<file path="src/include/mof_pkg.sv">
/*
  Shared definitions for the measurement output formatter: command and sample
  carriers, format codes, signal selector ranges, scaling and pacing constants.
  Assumes a 50 MHz system clock and a 75 Hz measurement cycle strobe.
*/
package mof_pkg;

  // ****************************************
  // Commands and carriers
  // ****************************************
  typedef enum logic [2:0] {
    OP_NONE, OP_FORMAT_SELECT, OP_FORMAT_QUERY, OP_RATE_DIVIDER,
    OP_VALUE_REQUEST, OP_AUX_VALUE_QUERY, OP_OUTPUT_HALT
  } mof_op_t;

  typedef struct packed {
    mof_op_t op;
    logic [15:0] p1;
    logic [15:0] p2;
    logic p2_given;
    logic [15:0] p3;
  } mof_cmd_t;

  typedef struct packed {
    logic signed [31:0] eng;
    logic signed [23:0] raw;
    logic [7:0] status;
  } mof_sample_t;

  typedef struct packed {
    logic signed [31:0] volt;
    logic signed [31:0] res;
    logic signed [31:0] temp;
    logic signed [31:0] cur;
    logic signed [31:0] tres;
    logic res_open;
    logic res_low;
    logic exc_limit;
  } mof_aux_t;

  // ****************************************
  // Format codes and characters
  // ****************************************
  localparam logic [2:0] FMT_ASCII_FULL = 3'h0;
  localparam logic [2:0] FMT_BIN4_FIRST = 3'h2;
  localparam logic [2:0] FMT_BIN2_FIRST = 3'h4;
  localparam logic [2:0] FMT_MAX = 3'h5;
  localparam logic [2:0] FMT_RESET = 3'h0;
  localparam logic [7:0] CH_ZERO = 8'h30;
  localparam logic [7:0] CH_ERROR = 8'h3F;
  localparam logic [7:0] CH_HASH = 8'h23;
  localparam logic [7:0] CH_DOT = 8'h2E;
  localparam logic [7:0] CH_MINUS = 8'h2D;
  localparam logic [7:0] CH_ONE = 8'h31;

  // ****************************************
  // Signal selector ranges
  // ****************************************
  localparam logic [15:0] SIG_FIRST = 16'h0001;
  localparam logic [15:0] SIG_PEAK_A = 16'h0003;
  localparam logic [15:0] SIG_PEAK_B = 16'h0004;
  localparam logic [15:0] SIG_LIM_FIRST = 16'h0005;
  localparam logic [15:0] SIG_LIM_LAST = 16'h000C;
  localparam logic [15:0] SIG_DYN_FIRST = 16'h000D;
  localparam logic [15:0] SIG_DYN_LAST = 16'h000F;
  localparam logic [15:0] SIG_ABS = 16'h0010;
  localparam logic [15:0] SIG_MVV_FIRST = 16'h0020;
  localparam logic [15:0] SIG_PEAK_MVV_FIRST = 16'h0023;
  localparam logic [15:0] SIG_PEAK_MVV_LAST = 16'h0028;
  localparam logic [15:0] SIG_PEAK_U2_FIRST = 16'h002C;
  localparam logic [15:0] SIG_LAST = 16'h0031;

  // ****************************************
  // Scaling, ranges and timing
  // ****************************************
  localparam logic [23:0] FULL_SCALE_4B = 24'h75_3000;
  localparam logic [15:0] FULL_SCALE_2B = 16'h7530;
  localparam int BIN2_SHIFT = 8;
  localparam logic [15:0] COUNT_DEFAULT = 16'h0001;
  localparam logic [15:0] RATE_DIV_RESET = 16'h0001;
  localparam logic [15:0] INTERVAL_MIN = 16'h0001;
  localparam logic [15:0] INTERVAL_MAX = 16'h0258;
  localparam logic [15:0] AUX_CODE_MAX = 16'h0005;
  localparam int CLK_PERIOD_NS = 20;
  localparam int INTERVAL_UNIT_NS = 100_000_000;
  localparam int TENTH_CYC = INTERVAL_UNIT_NS / CLK_PERIOD_NS;
  localparam logic signed [31:0] AUX_OPEN_OHM = 32'sh000F_423F;
  localparam logic signed [31:0] AUX_OPEN_DEG = 32'sh0000_4E20;
  localparam logic signed [31:0] AUX_LOW_DEG = -32'sh0000_2710;
  localparam logic signed [31:0] AUX_LIMIT_MA = 32'sh0000_270F;
  localparam logic signed [31:0] AUX_RES_MAX = 32'sh0001_869F;
  localparam logic [2:0] AUX_DEC_VOLT = 3'h3;
  localparam logic [2:0] AUX_DEC_TENTH = 3'h1;
  localparam logic [2:0] AUX_DEC_HUNDREDTH = 3'h2;

endpackage

</file>
<file path="src/logic/mof_formatter.sv">
/*
  Measurement output formatter: takes decoded host commands, keeps the output
  format and rate divider, and streams value, auxiliary and acknowledge bytes.
  Assumes an upstream parser delivering one decoded command per handshake, a
  measurement chain presenting the selected signal, and a byte link that can stall.
*/
`timescale 1ns/1ns

// Summary of operation
// - Format codes 0..5 select ASCII or binary.
// - Four-byte binary: value then status, ordered.
// - Four-byte full scale equals 7680000 counts.
// - Two-byte binary full scale equals 30000 counts.
// - Temperature counts 1/2560 or 1/10 degree.
// - Format select answers 0 or question mark.
// - One format setting serves every channel.
// - ASCII scaled units, binary raw converter units.
// - Format query returns stored format code.
// - Dynamic binary signals paced by 75 Hz/divider.
// - Value request decodes documented signal selectors.
// - Count 0 continuous, else 1..65535, default 1.
// - Non-dynamic binary values spaced by 0.1..60 s interval.
// - Responses use current format, separators, channel.
// - Sign reversal skips peak and limit signals.
// - Full ASCII: value, channel, status, separated.
// - Binary header: hash, length digit, count; #0 alone when continuous.
// - Aux query codes 1..5 return fixed-decimal ASCII.
// - Aux values refresh slowly, queries read store.
// - Open input 9999.99 ohm/200 deg, low -100.
// - Limiting: 999.9 mA, 0 ohm; clamp 9999.9.
// - Halt ends counted or continuous output.
// - Parameter and block separators inserted.
module mof_formatter
  import mof_pkg::*;
#(
  parameter int unsigned TENTH_CYCLES = TENTH_CYC
)
(
  input wire logic sys_clk,
  input wire logic rst,
  input wire logic cmd_valid,
  input wire mof_cmd_t cmd,
  output logic cmd_ready,
  input wire logic meas_tick,
  input wire mof_sample_t sample,
  output logic [5:0] sig_select,
  input wire logic [2:0] eng_decimals,
  input wire logic [3:0] channel_select_cmd,
  input wire logic sign_reversal_input,
  input wire logic aux_update,
  input wire mof_aux_t aux,
  input wire logic [7:0] param_sep,
  input wire logic [7:0] block_sep,
  output logic out_valid,
  output logic [7:0] out_data,
  input wire logic out_ready,
  output logic [2:0] fmt_code,
  output logic [15:0] rate_div,
  output logic busy
);

  // ****************************************
  // State and storage
  // ****************************************
  typedef enum logic [2:0] {
    ST_IDLE = 3'b000, ST_LOAD = 3'b001, ST_CONV = 3'b011, ST_SEND = 3'b010, ST_WAIT = 3'b110
  } mof_state_t;
  typedef enum logic [1:0] {JOB_REPLY, JOB_HEADER, JOB_VALUE} mof_job_t;

  mof_state_t state;
  mof_job_t job;
  logic [15:0] remain;
  logic cont;
  logic ascii_job;
  logic [15:0] interval;
  logic [31:0] pace;
  logic [31:0] pre_vec;
  logic [2:0] pre_n;
  logic [63:0] tail_vec;
  logic [3:0] tail_n;
  logic [7:0] num [0:11];
  logic [3:0] num_n;
  logic neg;
  logic [31:0] conv_v;
  logic [3:0] conv_k;
  logic [2:0] conv_dec;
  logic [4:0] seq;
  logic signed [31:0] aux_num [0:4];
  logic [2:0] aux_dec [0:4];

  // Appends one character to a left-justified byte string.
  function automatic logic [63:0] put(input logic [63:0] v, input logic [3:0] n, input logic [7:0] c);
    put = v | ({c, 56'h0} >> (8 * n));
  endfunction

  // Number of decimal digits of a byte count, at least one.
  function automatic logic [7:0] ndig(input logic [17:0] v);
    ndig = (v < 18'd10) ? 8'd1 : (v < 18'd100) ? 8'd2 : (v < 18'd1000) ? 8'd3 :
           (v < 18'd10000) ? 8'd4 : (v < 18'd100000) ? 8'd5 : 8'd6;
  endfunction

  // ****************************************
  // Command decode and validation
  // ****************************************
  wire take = cmd_valid && cmd_ready;
  wire halt_now = take && (cmd.op == OP_OUTPUT_HALT);
  wire fmt_ok = cmd.p1 <= {13'h0, FMT_MAX};
  wire div_ok = cmd.p1 != 16'h0;
  wire sig_ok = (cmd.p1 >= SIG_FIRST && cmd.p1 <= SIG_ABS) ||
                (cmd.p1 >= SIG_MVV_FIRST && cmd.p1 <= SIG_LAST);
  wire ivl_ok = (cmd.p3 == 16'h0) || (cmd.p3 >= INTERVAL_MIN && cmd.p3 <= INTERVAL_MAX);
  wire aux_ok = cmd.p1 >= SIG_FIRST && cmd.p1 <= AUX_CODE_MAX;
  wire [15:0] req_count = cmd.p2_given ? cmd.p2 : COUNT_DEFAULT;

  // Halt is the only command taken while a stream waits between values.
  assign cmd_ready = (state == ST_IDLE) || (state == ST_WAIT && cmd.op == OP_OUTPUT_HALT);
  assign busy = state != ST_IDLE;

  // ****************************************
  // Value formatting
  // ****************************************
  wire [15:0] sig16 = {10'h0, sig_select};
  wire sel_peak = sig16 == SIG_PEAK_A || sig16 == SIG_PEAK_B ||
                  (sig16 >= SIG_PEAK_MVV_FIRST && sig16 <= SIG_PEAK_MVV_LAST) ||
                  (sig16 >= SIG_PEAK_U2_FIRST && sig16 <= SIG_LAST);
  wire sel_limit = sig16 >= SIG_LIM_FIRST && sig16 <= SIG_LIM_LAST;
  wire sel_dyn = sig16 >= SIG_DYN_FIRST && sig16 <= SIG_DYN_LAST;
  wire invert = sign_reversal_input && !sel_peak && !sel_limit;
  wire signed [31:0] eng_v = invert ? -sample.eng : sample.eng;
  wire signed [23:0] raw_v = invert ? -sample.raw : sample.raw;
  // Raw counts reach the host unscaled; 2-byte is the 4-byte count over 256.
  wire [15:0] bin16 = raw_v[23:BIN2_SHIFT];
  wire fmt_binary = fmt_code >= FMT_BIN4_FIRST;
  wire fmt_four = fmt_code < FMT_BIN2_FIRST;
  wire [31:0] bin_msb = fmt_four ? {raw_v, sample.status} : {bin16, 16'h0};
  wire [31:0] bin_lsb = fmt_four ? {sample.status, raw_v[7:0], raw_v[15:8], raw_v[23:16]} :
                                   {bin16[7:0], bin16[15:8], 16'h0};
  wire [2:0] bin_n = fmt_four ? 3'h4 : 3'h2;
  wire [17:0] byte_count = fmt_four ? {req_count, 2'b00} : {1'b0, req_count, 1'b0};
  wire [7:0] len_char = CH_ZERO + ndig(byte_count);
  wire [7:0] st_h = sample.status / 8'd100;
  wire [7:0] st_t = (sample.status / 8'd10) % 8'd10;
  wire [7:0] st_o = sample.status % 8'd10;

  // Tail of an ASCII value: separators, channel and status as the format asks.
  logic [63:0] a_tail;
  logic [3:0] a_n;
  always_comb
  begin
    a_tail = 64'h0;
    a_n = 4'h0;
    if (fmt_code == FMT_ASCII_FULL)
    begin
      a_tail = put(a_tail, a_n, param_sep);
      a_n = a_n + 4'h1;
      if (channel_select_cmd >= 4'd10)
      begin
        a_tail = put(a_tail, a_n, CH_ONE);
        a_n = a_n + 4'h1;
      end
      a_tail = put(a_tail, a_n, CH_ZERO + {4'h0, channel_select_cmd % 4'd10});
      a_n = a_n + 4'h1;
      a_tail = put(a_tail, a_n, param_sep);
      a_n = a_n + 4'h1;
      if (st_h != 8'h0)
      begin
        a_tail = put(a_tail, a_n, CH_ZERO + st_h);
        a_n = a_n + 4'h1;
      end
      if (st_h != 8'h0 || st_t != 8'h0)
      begin
        a_tail = put(a_tail, a_n, CH_ZERO + st_t);
        a_n = a_n + 4'h1;
      end
      a_tail = put(a_tail, a_n, CH_ZERO + st_o);
      a_n = a_n + 4'h1;
    end
    a_tail = put(a_tail, a_n, block_sep);
    a_n = a_n + 4'h1;
  end

  // ****************************************
  // Byte emitter selection
  // ****************************************
  wire [4:0] nlen = {1'b0, num_n} + {4'h0, neg};
  wire [4:0] total = {2'b00, pre_n} + nlen + {1'b0, tail_n};
  wire [4:0] j_num = seq - {2'b00, pre_n};
  wire [4:0] j_tail = j_num - nlen;
  wire [3:0] num_pos = 4'(num_n - 4'h1 - 4'(j_num - {4'h0, neg}));
  wire [7:0] cur_char = (seq < {2'b00, pre_n}) ? pre_vec[31 - 8 * seq -: 8] :
                        (j_num < nlen) ? ((neg && j_num == 5'h0) ? CH_MINUS : num[num_pos]) :
                        tail_vec[63 - 8 * j_tail -: 8];
  wire last_byte = seq == total - 5'h1;
  wire [31:0] conv_q = conv_v / 32'd10;
  wire [7:0] conv_d = 8'(conv_v % 32'd10);
  wire conv_done = conv_q == 32'h0 && (conv_dec == 3'h0 || conv_k > {1'b0, conv_dec});
  wire pace_step = (!ascii_job && interval != 16'h0 && !sel_dyn) || meas_tick;
  wire [31:0] pace_load = ascii_job ? 32'h1 : sel_dyn ? {16'h0, rate_div} :
                          (interval != 16'h0) ? 32'(interval * TENTH_CYCLES) : 32'h1;

  // ****************************************
  // Auxiliary value store
  // ****************************************
  // Refreshed only on the slow strobe, so repeated queries read one value.
  always_ff @(posedge sys_clk or posedge rst)
  begin
    if (rst)
    begin
      for (int i = 0; i < 5; i++)
      begin
        aux_num[i] <= 32'sh0;
        aux_dec[i] <= 3'h0;
      end
    end
    else if (aux_update)
    begin
      aux_num[0] <= aux.volt;
      aux_dec[0] <= AUX_DEC_VOLT;
      aux_num[1] <= aux.res_open ? AUX_OPEN_OHM : aux.res;
      aux_dec[1] <= aux.res_open ? AUX_DEC_HUNDREDTH : AUX_DEC_TENTH;
      aux_num[2] <= aux.res_open ? AUX_OPEN_DEG : aux.res_low ? AUX_LOW_DEG : aux.temp;
      aux_dec[2] <= AUX_DEC_HUNDREDTH;
      aux_num[3] <= aux.exc_limit ? AUX_LIMIT_MA : aux.cur;
      aux_dec[3] <= AUX_DEC_TENTH;
      aux_num[4] <= aux.exc_limit ? 32'sh0 : (aux.tres > AUX_RES_MAX) ? AUX_RES_MAX : aux.tres;
      aux_dec[4] <= AUX_DEC_TENTH;
    end
  end

  // ****************************************
  // Control sequencer
  // ****************************************
  // One process owns the message registers so every byte of a reply is coherent.
  always_ff @(posedge sys_clk or posedge rst)
  begin
    if (rst)
    begin
      state <= ST_IDLE;
      job <= JOB_REPLY;
      fmt_code <= FMT_RESET;
      rate_div <= RATE_DIV_RESET;
      sig_select <= 6'h0;
      remain <= 16'h0;
      cont <= 1'b0;
      ascii_job <= 1'b0;
      interval <= 16'h0;
      pace <= 32'h0;
      pre_vec <= 32'h0;
      pre_n <= 3'h0;
      tail_vec <= 64'h0;
      tail_n <= 4'h0;
      num_n <= 4'h0;
      neg <= 1'b0;
      conv_v <= 32'h0;
      conv_k <= 4'h0;
      conv_dec <= 3'h0;
      seq <= 5'h0;
      out_valid <= 1'b0;
      out_data <= 8'h0;
      for (int i = 0; i < 12; i++)
      begin
        num[i] <= 8'h0;
      end
    end
    else
    begin
      case (state)
        ST_IDLE:
        begin
          seq <= 5'h0;
          num_n <= 4'h0;
          neg <= 1'b0;
          tail_n <= 4'h0;
          conv_k <= 4'h0;
          job <= JOB_REPLY;
          pre_n <= 3'h1;
          pre_vec <= {CH_ERROR, 24'h0};
          if (take)
          begin
            state <= ST_SEND;
            case (cmd.op)
              OP_FORMAT_SELECT:
                if (fmt_ok)
                begin
                  fmt_code <= cmd.p1[2:0];
                  pre_vec <= {CH_ZERO, 24'h0};
                end
              OP_RATE_DIVIDER:
                if (div_ok)
                begin
                  rate_div <= cmd.p1;
                  pre_vec <= {CH_ZERO, 24'h0};
                end
              OP_FORMAT_QUERY:
              begin
                pre_vec <= {CH_ZERO + {5'h0, fmt_code}, 24'h0};
                pre_n <= 3'h1;
              end
              OP_AUX_VALUE_QUERY:
                if (aux_ok)
                begin
                  pre_n <= 3'h0;
                  neg <= aux_num[cmd.p1[2:0] - 3'h1] < 0;
                  conv_v <= (aux_num[cmd.p1[2:0] - 3'h1] < 0) ? 32'(-aux_num[cmd.p1[2:0] - 3'h1]) :
                            32'(aux_num[cmd.p1[2:0] - 3'h1]);
                  conv_dec <= aux_dec[cmd.p1[2:0] - 3'h1];
                  state <= ST_CONV;
                end
              OP_VALUE_REQUEST:
                if (sig_ok && ivl_ok)
                begin
                  sig_select <= cmd.p1[5:0];
                  remain <= req_count;
                  cont <= req_count == 16'h0;
                  interval <= cmd.p3;
                  ascii_job <= !fmt_binary;
                  if (fmt_binary)
                  begin
                    job <= JOB_HEADER;
                    pre_n <= 3'h2;
                    pre_vec <= {CH_HASH, (req_count == 16'h0) ? CH_ZERO : len_char, 16'h0};
                    conv_v <= {14'h0, byte_count};
                    conv_dec <= 3'h0;
                    if (req_count != 16'h0)
                      state <= ST_CONV;
                  end
                  else
                    state <= ST_LOAD;
                end
              OP_OUTPUT_HALT:
                state <= ST_IDLE;
              default:
                pre_n <= 3'h1;
            endcase
          end
        end
        ST_LOAD:
        begin
          seq <= 5'h0;
          job <= JOB_VALUE;
          conv_k <= 4'h0;
          num_n <= 4'h0;
          if (fmt_binary)
          begin
            pre_vec <= fmt_code[0] ? bin_lsb : bin_msb;
            pre_n <= bin_n;
            neg <= 1'b0;
            tail_n <= 4'h0;
            state <= ST_SEND;
          end
          else
          begin
            pre_n <= 3'h0;
            neg <= eng_v < 0;
            conv_v <= (eng_v < 0) ? 32'(-eng_v) : 32'(eng_v);
            conv_dec <= eng_decimals;
            tail_vec <= a_tail;
            tail_n <= a_n;
            state <= ST_CONV;
          end
        end
        ST_CONV:
        begin
          conv_k <= conv_k + 4'h1;
          if (conv_dec != 3'h0 && conv_k == {1'b0, conv_dec})
            num[conv_k] <= CH_DOT;
          else
          begin
            num[conv_k] <= CH_ZERO + conv_d;
            conv_v <= conv_q;
            if (conv_done)
            begin
              num_n <= conv_k + 4'h1;
              seq <= 5'h0;
              state <= ST_SEND;
            end
          end
        end
        ST_SEND:
          if (!out_valid)
          begin
            out_data <= cur_char;
            out_valid <= 1'b1;
          end
          else if (out_ready)
          begin
            out_valid <= 1'b0;
            seq <= seq + 5'h1;
            if (last_byte)
            begin
              if (job == JOB_REPLY)
                state <= ST_IDLE;
              else if (job == JOB_HEADER)
                state <= ST_LOAD;
              else if (!cont && remain == 16'h1)
                state <= ST_IDLE;
              else
              begin
                if (!cont)
                  remain <= remain - 16'h1;
                pace <= pace_load;
                state <= ST_WAIT;
              end
            end
          end
        ST_WAIT:
          if (halt_now)
            state <= ST_IDLE;
          else if (pace_step)
          begin
            pace <= pace - 32'h1;
            if (pace == 32'h1)
              state <= ST_LOAD;
          end
        default:
          state <= ST_IDLE;
      endcase
    end
  end

endmodule

</file>
<file path="config.mk">
export PLATFORM = sky130hd
export DESIGN_NAME = mof_formatter
export DESIGN_NICKNAME = d
export VERILOG_FILES = /design/src/include/mof_pkg.sv /design/src/logic/mof_formatter.sv
export SDC_FILE = /design/constraint.sdc
export NUM_CORES = 2
export LEC_CHECK = 0
export BUFFER_PORTS_ARGS = -buffer_cell sky130_fd_sc_hd__buf_2
export CORE_MARGIN = 2
export CORE_UTILIZATION = 60
export DETAILED_ROUTE_END_ITERATION = 12
export HOLD_SLACK_MARGIN = 0.08
export PLACE_DENSITY = 0.85
export SLEW_MARGIN = 20
export SYNTH_ARGS = -nofsm -noshare
export SYNTH_HDL_FRONTEND = slang
export SYNTH_SLANG_ARGS = --single-unit
</file>
<file path="constraint.sdc">
create_clock -name sys_clk -period 21.1 [get_ports sys_clk]
set_clock_uncertainty 0.2 [all_clocks]
set_input_delay 3.165 -clock sys_clk [delete_from_list [all_inputs] [get_ports sys_clk]]
set_output_delay 3.165 -clock sys_clk [all_outputs]
set_load 0.02 [all_outputs]
</file>
# --- Yosys cells after proc, flatten, opt, wreduce, memory -nomap -nowiden ---
# Cells that the tools add are included.
op_classes:
  add_sub_neg: 33
  n_mul: 1
  div: 7
  order_cmp: 33
  n_eq_ne: 39
  shifts: 8
  mux: 148
  bitwise: 14
  reduce_logical: 71
op_table:
  columns: ["op", "count"]
  rows:
  - ["$mux W32", 31]
  - ["$mux W64", 6]
  - ["$or A64 B64 Y64", 6]
  - ["$shr A64 B7 Y64", 5]
  - ["$mux W16", 12]
  - ["$pmux W32 S2", 3]
  - ["$pmux W31 S4", 1]
  - ["$bmux W32 S3", 1]
  - ["$bwmux W96", 1]
  - ["$mux W96", 1]
  - ["$neg A32 Y32", 3]
  - ["$pmux W32 S3", 1]
  - ["$mux W3", 26]
  - ["$shiftx A71 B33 Y8", 1]
  - ["$lt A32 B1 Y1 const B", 2]
  - ["$shr A63 B7 Y64", 1]
  - ["$mux W29", 2]
  - ["$mux W28", 2]
  - ["$mux W54", 1]
  - ["$and A48 B48 Y48", 1]
  - ["$mux W8", 6]
  - ["$not A48 Y48", 1]
  - ["$or A48 B48 Y48", 1]
  - ["$reduce_bool A16 Y1", 3]
  - ["other kinds (110)", 236]
word_totals:
  register_bits: 518
  input_bits: 309
  out_inout_bits: 36
  word_cells: 396

# --- Logic depth before layout (Yosys ltp) ---
logic_depth:
  word_depth: 16
  mapped_depth: 54
  depth_no_buf: 37

# --- Least setup slack after synthesis ---
# No wires, ideal clock.
synth_timing:
  path_type: "register to register"
  start: "reg conv_v[31]"
  end: "reg num[2] (netlist name)"
  setup_ns: 0.149
  arrival_ns: 10.469
  t_required_ns: 20.751
  slack_ns: 10.282
  path_stages_with_launch: 44
  n_path_buf: 7
  period_less_slack_ns: 10.818
  path_cell_list: "dfrtp_1 > buf_6 > or3b_1 > a311o_1 > a21oi_2 > a31oi_1 > o221a_1 > o31a_1 > o31a_1 > or2_1 > buf_6 > o41ai_2 > o31a_1 > or2_1 > o2111a_1 > buf_6 > mux2_4 > buf_4 > [... 8 more ...] > buf_2 > nor4b_1 > a311o_1 > buf_4 > o211a_1 > a2111oi_4 > nand3_2 > a2111oi_1 > a311oi_2 > nor3_2 > a2111oi_4 > or4_1 > a211oi_2 > o32ai_2 > and2_1 > a311oi_2 > buf_4 > a41oi_1"
synth_via:
  elab_chain_len: 4
synth_rtl:
  columns: ["element", "line_no", "rtl"]
  rows:
  - ["start, declared", "mof_formatter.sv:84", "logic [31:0] conv_v;"]
  - ["start signal, assigned", "mof_formatter.sv:304", "conv_v <= (aux_num[cmd.p1[2:0] - 3'h1] < 0) ? 32'(-aux_num[cmd.p1[2:0] - 3'h1]) :"]
  - ["start signal, assigned", "mof_formatter.sv:322", "conv_v <= {14'h0, byte_count};"]
  - ["start signal, assigned", "mof_formatter.sv:355", "conv_v <= (eng_v < 0) ? 32'(-eng_v) : 32'(eng_v);"]
  - ["$mod A32 B4 Y32", "mof_formatter.sv:195", "wire [7:0] conv_d = 8'(conv_v % 32'd10);"]
  - ["$add A6 B8 Y8", "mof_formatter.sv:369", "num[conv_k] <= CH_ZERO + conv_d;"]
  - ["$bwmux W96", "mof_formatter.sv:369", null]
  - ["$mux W96", "mof_formatter.sv:365", "if (conv_dec != 3'h0 && conv_k == {1'b0, conv_dec})"]
  - ["end signal, assigned by index", "mof_formatter.sv:369", null]
  - ["end, declared", "mof_formatter.sv:81", "logic [7:0] num [0:11];"]
# No other way between the ends.
# A chain may end at the register's enable or synchronous reset.

# --- Worst setup path after layout ---
layout_timing:
  start: "reg conv_v[26]"
  end: "reg num[10] (netlist name)"
# The elaborated chain is that of the path after synthesis.

==> results.json <==
{
  "post_layout_net_count": 5361,
  "yosysMostFrequentCell": "dfrtp_1",
  "critPathLaunchType": "flip-flop",
  "first_global_vias": 36600,
  "instances_no_fill": 5732,
  "synth.area.top_cells": "dfrtp_1, ha_1, o21ai_0",
  "timing.critical_path.required_ps": 21370,
  "synth_top_area_cell": "dfrtp_1",
  "place_hpwl_um": 91500,
  "synthArstFlopShare_pct": 100,
  "post_cts_resized": 0,
  "status": "finished, final reports clean",
  "cts_max_level": 2,
  "antenna_violations_before_repair": 28,
  "gp_congestion": 1.01,
  "worstHoldPathType": "reg2reg",
  "cp_slowest_cell": "a2111oi_4",
  "gr-total-overflow": 0,
  "layout-drive-gt1-share_pct": 15.7,
  "final-setup-viol-count": 0,
  "floorplan.core_area_um2": 66000,
  "clock_path_buffers": 3,
  "antenna_violating_nets_post_route": 0,
  "drt_first_pass_iters": 8,
  "clk_transition_reported_paths_ps": 60,
  "path_class": "reg2reg",
  "design.portCount": 345,
  "timing.critical_path.to_type": "flip-flop",
  "grt_use_total_pct": 35.6,
  "synthesis.area_per_instance_um2": 8.62,
  "final-hold-violation-count": 0,
  "routed_wire_length_per_instance_um": 21.9,
  "mapped_cell_area_um2": 40200,
  "tns_ps": 0,
  "dr.first_iter.drc_count": 4952,
  "first_pass_grt_wire_length_um": 199000,
  "initial_utilization_pct": 60.9,
  "post-route-period-util_pct": 73.4,
  "chipHeight_um": 263,
  "number_of_vias_in_the_routed_layout": 38100,
  "placed_cells": 5607,
  "grt_setup_unrepaired": "no",
  "grt_start_max_net_pins": 110,
  "insertion_delay_ps": 660,
  "post_cts_hold_buffer_count": 0,
  "final.fill_count": 5144,
  "avgViaCountPerCell": 6.65,
  "synth_enable_flop_cells": 0,
  "maximum_capacitance_violations": 0,
  "syn-instance-count": 4658,
  "dpl-instance-area_um2": 42100,
  "layout-area-overhead-vs-synth_pct": 10.0,
  "yosys.cell_types.count": 119,
  "die_area_um2": 69000,
  "seqCellArea_um2": 12900,
  "portBuffers": 344,
  "drc_errors": 0,
  "ys_top_cells_by_count": "dfrtp_1, nand2_1, o21ai_0",
  "postSynthRegisterBits": 516,
  "timing.max_slew.rel_slack_pct": 17.2,
  "max_stage_delay_ps": 960,
  "hold_ws_ps": 263,
  "yosys.area.top_type_share_pct": 32.1,
  "tritoncts.num_buffers": 56,
  "cts.repair_timing.setup_buffer_count": 0,
  "floorplan.rows": 94,
  "synth_seq_area_share_pct": 32.1,
  "critical_path_buffer_and_inverter_count": 1,
  "drt_wl_total_um": 126000,
  "horizontal_die_dimension_um": 263,
  "cts_root_buffer": "clkbuf_16",
  "period_minus_slack_ps": 15480,
  "postLayoutCellArea_um2": 44200,
  "timing.critical_path.max_delay_family": "compound AO/OA/AOI/OAI gates",
  "synth_ff_type": "dfrtp_1",
  "pins_over_their_slew_limit": 0,
  "crit_fanout": 25,
  "clock.fmax_mhz": 64.6,
  "tritoncts": "done",
  "worst-slew-pin-transition_ps": 1230,
  "clock-sinks": 516,
  "yosys_warnings": 0,
  "multiInputGateArea_um2": 24800,
  "worst_ep_arrival_time_ps": 15760
}
-- area by class of cell --
class	instances	area share (%)
Multi-Input combinational cell	3500	56.1
Tap cell	864	2.45
Clock inverter	28	0.946
Inverter	336	2.87
Timing Repair Buffer	392	4.74
Sequential cell	516	29.2
Antenna cell	22	0.125
Clock buffer	74	3.55
-- final timing paths --
check	start	end	slack [ps]	depth (start not counted)
max in group asynchronous	rst	conv_v[8]	15960	4
worst min-delay path	num[20]	num[20]	260	1
min in group asynchronous	rst	aux_num[51]	2410	2
worst max-delay path	conv_v[26]	num[10]	5620	37
worst max register to register	conv_v[26]	num[10]	5620	37
worst min register to register	num[20]	num[20]	260	1
-- routing by layer --
layer  vias to the layer above  global-route usage, %  part of all wire, %
li1                      17100                      -                    -
met1                     18300                   48.1                   39
met2                      2230                   54.6                   45
met3                       411                   8.14                   11
met4                        12                   16.8                  4.9
met5                         -                      0                0.064
-- through the flow --
step           utilization (%)  setup slack (ps)
6_report                  67.0              5620
5_1_grt                   67.0              4700
4_1_cts                   66.9              6200
3_5_place_dp              63.8              6220
3_3_place_gp              63.8              6500
2_1_floorplan                -              3320
-- cell families after synthesis --
group | share of synthesized area (%)
buffers and inverters | 6.30
XOR/XNOR | 4.12
multiplexers | 9.09
adder cells (fa/ha/maj) | 9.27
other | 0.00934
AND/OR/NAND/NOR | 16.9
AO/OA/AOI/OAI | 22.1
flip-flops | 32.1
-- state kept, by name, indices dropped and copies added (netlist names), 4 cells and up --
register,flops
sig_select,6
aux_num,160
num,96
rate_div,16
pre_vec,32
out_data,8
conv_v,32
tail_vec,64
tail_n,4
remain,16
num_n,4
seq,5
pace,32
conv_k,4
interval,16
-- cells in the final DEF, fill, tap and decap left out, types with 47 or more instances in the layout --
cell,synthesis,layout
dfrtp_1,515,513
nand2_1,437,436
o21ai_0,424,424
nor2_1,422,420
buf_2,27,343
inv_1,326,325
a21oi_1,311,310
ha_1,180,180
nor3_1,121,121
mux2_2,111,111
xnor2_1,104,101
xor2_1,83,82
mux4_2,80,80
nand3_1,77,76
fa_1,70,69
a31oi_1,61,61
and3_1,61,60
and2_1,55,56
mux2i_1,56,56
clkbuf_16,0,56
nor4_1,50,49
o22ai_1,48,48
buf_4,10,47
Power is not shown: default switching activity piles up to over one toggle a cycle in this logic, so the estimate is an artifact.
